===== src/inc/bec_pkg.sv =====
// shared constants and types for the bit error rate checker
package bec_pkg;
   // counter and field widths
   localparam int CNT_W      = 24;
   localparam int DLY_W      = 4;
   localparam int BDLY_W     = 5;
   localparam int CYC_W      = 8;
   // timing, own unit first, then cycles at the main clock
   localparam int MCLK_NS    = 25;
   localparam int T1_NS      = 100;   // trigger to active rise
   localparam int T2_NS      = 100;   // pulse fall to active fall
   localparam int PULSE_NS   = 200;   // result pulse width
   localparam int T1_CYC     = (T1_NS + MCLK_NS - 1) / MCLK_NS;
   localparam int T2_CYC     = (T2_NS + MCLK_NS - 1) / MCLK_NS;
   localparam int PULSE_CYC  = (PULSE_NS + MCLK_NS - 1) / MCLK_NS;
   // reference sequence and run ignoring
   localparam int RUN_IGNORE = 160;
   localparam int SEED_LEN   = 9;
   localparam int TAP_HI     = 8;     // x^9 stage
   localparam int TAP_LO     = 4;     // x^5 stage
   localparam logic [8:0] PRBS_RST = 9'h1FF;
   localparam logic [7:0] RUN_RST  = 8'h00;
   localparam logic [CNT_W-1:0] CNT_RST = 24'h00_0000;

   // one-hot sequencer states
   typedef enum logic [6:0] {
      ST_IDLE    = 7'h01,
      ST_ARM     = 7'h02,
      ST_DISCARD = 7'h04,
      ST_SYNC    = 7'h08,
      ST_MEAS    = 7'h10,
      ST_PULSE   = 7'h20,
      ST_TAIL    = 7'h40
   } bec_state_t;

   // configuration bits, all static during a sequence
   typedef struct packed {
      logic              gate_en;
      logic              gate_pos;
      logic              clk_dly_en;
      logic [DLY_W-1:0]  clk_dly;
      logic              gate_dly_en;
      logic [DLY_W-1:0]  gate_dly;
      logic              bit_dly_en;
      logic [BDLY_W-1:0] bit_dly;
      logic              resync_en;
      logic [CNT_W-1:0]  resync_limit;
      logic              ign_en;
      logic              ign_val;
      logic              fail_hold;
      logic [CNT_W-1:0]  err_limit;
      logic [CNT_W-1:0]  total_bits;
      logic [CYC_W-1:0]  cycles;
   } bec_cfg_t;

   // status readback
   typedef struct packed {
      logic              busy;
      logic              locked;
      logic              verdict_valid;
      logic              fail;
      logic [CNT_W-1:0]  err_cnt;
      logic [CNT_W-1:0]  bit_cnt;
      logic [CYC_W-1:0]  cycle_done;
   } bec_stat_t;
endpackage : bec_pkg


===== src/design/bec_sync.sv =====
// three-stage pin synchroniser with agreement filter
`timescale 1ns/10ps
module bec_sync #(
   parameter int W = 3
) (
   input  wire logic         i_mclk,
   input  wire logic         i_rst_b,
   input  wire logic [W-1:0] i_async,
   output logic      [W-1:0] o_level
);
   import bec_pkg::*;

   logic [W-1:0] ff1;
   logic [W-1:0] ff2;
   logic [W-1:0] ff3;
   logic [W-1:0] agree;

   // first stage feeds only the second
   always_ff @(posedge i_mclk) begin
      if (!i_rst_b) begin
         ff1 <= '0;
         ff2 <= '0;
         ff3 <= '0;
      end else begin
         ff1 <= i_async;
         ff2 <= ff1;
         ff3 <= ff2;
      end
   end

   assign agree = ~(ff2 ^ ff3);

   // level follows only where stages two and three agree
   always_ff @(posedge i_mclk) begin
      if (!i_rst_b) begin
         o_level <= '0;
      end else begin
         o_level <= (ff2 & agree) | (o_level & ~agree);
      end
   end
endmodule : bec_sync


===== config.mk =====
export PLATFORM = sky130hd
export DESIGN_NAME = bec_sync
export DESIGN_NICKNAME = d
export VERILOG_FILES = /design/src/inc/bec_pkg.sv /design/src/design/bec_sync.sv
export SDC_FILE = /design/constraint.sdc
export NUM_CORES = 1
export LEC_CHECK = 0
export ABC_AREA = 1
export ABC_CLOCK_PERIOD_IN_PS = 900
export BUFFER_PORTS_ARGS = -buffer_cell sky130_fd_sc_hd__buf_2
export CAP_MARGIN = 20
export CORE_AREA = 4 4 41 43
export CTS_BUF_LIST = sky130_fd_sc_hd__clkbuf_16
export CTS_CLUSTER_DIAMETER = 40
export DETAILED_ROUTE_END_ITERATION = 8
export DIE_AREA = 0 0 45 47
export SYNTH_ARGS = -nofsm -noshare
export SYNTH_HDL_FRONTEND = slang
export SYNTH_SLANG_ARGS = --single-unit

===== constraint.sdc =====
create_clock -name i_mclk -period 0.9 [get_ports i_mclk]
set_clock_uncertainty 0.15 [all_clocks]
set_input_delay 0.045 -clock i_mclk [delete_from_list [all_inputs] [get_ports i_mclk]]
set_output_delay 0.045 -clock i_mclk [all_outputs]
set_load 0.005 [all_outputs]

Word-level counts from Yosys, hierarchy flattened
Index checks and enable logic that the tools add are counted.

storage, ports and cells
  output and inout port bits = 3
  input bits = 5
  word-level logic and storage cells = 10
  register bits after elaboration = 12

cells by class
  bitwise operators = 6

operator list
  cell               count
  AND 3 bit          2
  inverter 3 bit     2
  bitwise OR 3 bit   1
  bitwise XOR 3 bit  1

Longest topological paths before layout
  word-level depth = 5
  depth in mapped cells = 3
  mapped depth without buffers = 2

Worst setup path before layout
No wires, ideal clock.

  path kind = register -> register
  from = register with a tool-made name
  to = register with a tool-made name
  clock period less this slack = 778 ps
  setup time = 116 ps
  cell stages (with the launch flop) = 3
  slack = 122 ps
  arrival time = 512 ps
  data required time = 634 ps
  path through = dfxtp_1 a21oi_1 nor2_2

==> qor.yml <==
timing:
  rsz0062_at_grt: "true"
  finalHoldViolCount: 9
  worst_pin_slew_ns: 0.210
  fin_tns_setup_ns: 0
  post-route-period-util: 0.970
  finalSetupViolCount: 0
  setup_ws_ns: 0.0273
  holdWs_ns: -0.0175
  max_slew_margin: 0.860
  max_clock_freq_ghz: 1.15
  drv_slew: 0
  post-route-min-period_ns: 0.873
clocking:
  cts_setup_buffers: 0
  clock-sinks: 12
  clkTransAtPathRegs_ns: 0.04
  root_buffer: "clkbuf_16"
  htree_levels: 1
  numCtsBuffers: 3
  insertion_delay_ns: 0.23
  hold_buffers: 3
  cts.path.max_buffers: 2
  cts_tree: "built"
drt:
  wire_per_inst_microns: 7.52
  via_count: 260
  ant_nets: 0
  drt_iter0_drc: 0
  drtPass1Iterations: 1
  vias_per_cell: 3.88
  routed_wl_microns: 504
  drc: 0
die:
  die_w_microns: 45
  coreArea_sq_um: 1300
  start_util: 0.282
  die_area_sq_um: 2120
  ios: 8
  die_y_microns: 47
  rows: 13
hold_path:
  hp-class: "in -> reg"
  min_from: "i_rst_b"
  hold_depth: 3
logic_synthesis:
  synth.avg_cell_area_sq_um: 9.17
  syn_nets: 45
  ys_seq_elements: 12
  ys_warn_count: 0
  syn_inst: 40
  synth.distinct_cells: 9
  syn_area_sq_um: 367
  ys_seq_area_frac: 0.655
critical_path:
  max_stage_delay_ns: 0.33
  ff2ff_setup_slack_ns: 0.12
  critPathLaunchType: "register"
  crit_cells: 1
  reg2regPathDepth: 2
  cp_slowest_cell: "dfxtp_2"
  cp.buffers_inverters: 1
  critical_path_peak_fanout: 3
  path_class: "reg -> out"
  worstSetupEndpointType: "output pin"
  timing.rr.start: "ff3[1]"
  cp.required_ns: 0.70
  crit_family: "flip-flops"
  crit_arrival_ns: 0.68
  path_cells: "buf_2"
placed_design:
  place_area_sq_um: 409
  numPortBuffers: 7
  place_congestion: 0.593
  hpwl_microns: 322
  pre_cts_slack_ns: 0.120
layout:
  nets: 59
  num-fill-cells: 148
  final_cell_mix: "9 x nand2_1, 9 x inv_1, 9 x dfxtp_1, 7 x buf_2"
  drive_above_1_share: 0.288
  final_core_util: 0.398
  finish.instance_area_sq_um: 518
  area_growth_pct: 41.3
  register_area_sq_um: 244
  antenna-diode-count: 0
  multi_input_area_sq_um: 81.3
pwr:
  power_per_cell_area_nw_per_um2: 2650
  vdd_drop_max_mv: 1.14
  p_leak_nw: 0.280
global_routing:
  grt_max_degree: 13
  grt_pass1_wl_microns: 903
  overflow: 0
  grt_pass1_vias: 222
  antenna_found_initial: 0
  grt_use_total: 0.0684
run:
  max-cap-violations: 0
status:
  violations: "hold timing"
  status: "finished, violations left"
## stage by stage
stage | total power (W) | std cells | hold WS [ns]
2_1_floorplan | 0.000589 | 40 | -0.00737
3_3_place_gp | 0.000596 | 61 | 0.0759
3_5_place_dp | 0.000598 | 61 | 0.0808
4_1_cts | 0.00140 | 67 | -0.0195
5_1_grt | 0.00143 | 67 | -0.00313
6_report | 0.00137 | 67 | -0.0175
## how the worst max path moves through the flow
stage	end	startpoint	slack, ns
floorplan	register	register	0.12
global placement	register	ff3[1]	0.13
detailed placement	register	register	0.12
CTS	o_level[2]	register	0.007
global route	o_level[1]	register	-0.0007
finish	o_level[1]	register	0.03
## synthesized netlist by cell type
cell     instances  area share
o21ai_0          2       0.027
inv_1            9       0.092
nand2_1          9       0.092
a21oi_1          3       0.041
dfxtp_1         12        0.66
nor2_1           2       0.020
buf_6            1       0.031
nor2_2           1       0.017
o21ai_2          1       0.024
## final cells by class
class                      count  area share
tap                           15      0.0362
inverter                       9      0.0652
clock buffer                   3       0.145
timing repair buffer          10       0.126
sequential                    12       0.471
multi-input combinational     18       0.157
## power by group
group,switching [W],internal (W),total [W]
Sequential,0.00000584,0.000551,0.000557
Clock,0.000196,0.000575,0.000772
Combinational,0.0000191,0.0000224,0.0000416
## routing by layer
layer,vias to the layer above,share of wire,GRT usage
met5,-,0,0
met4,0,0.032,0.0702
met3,2,0.14,0.0575
met2,9,0.38,0.0734
met1,108,0.45,0.0766
li1,141,-,-
## logic make-up (layout without fill, tap and decap cells)
group,Yosys count,count (layout),synth area share
flip-flops,12,12,0.655
AND/OR/NAND/NOR,12,12,0.130
buffers and inverters,10,22,0.123
AO/OA/AOI/OAI,6,6,0.0921
## timing repair
item	CTS	global route
endpoints found under the setup margin	1	3
endpoints found under the hold margin	10	1
pin swaps	0	0
gates resized for setup	1	2
Power figures use the tool's default switching activity.
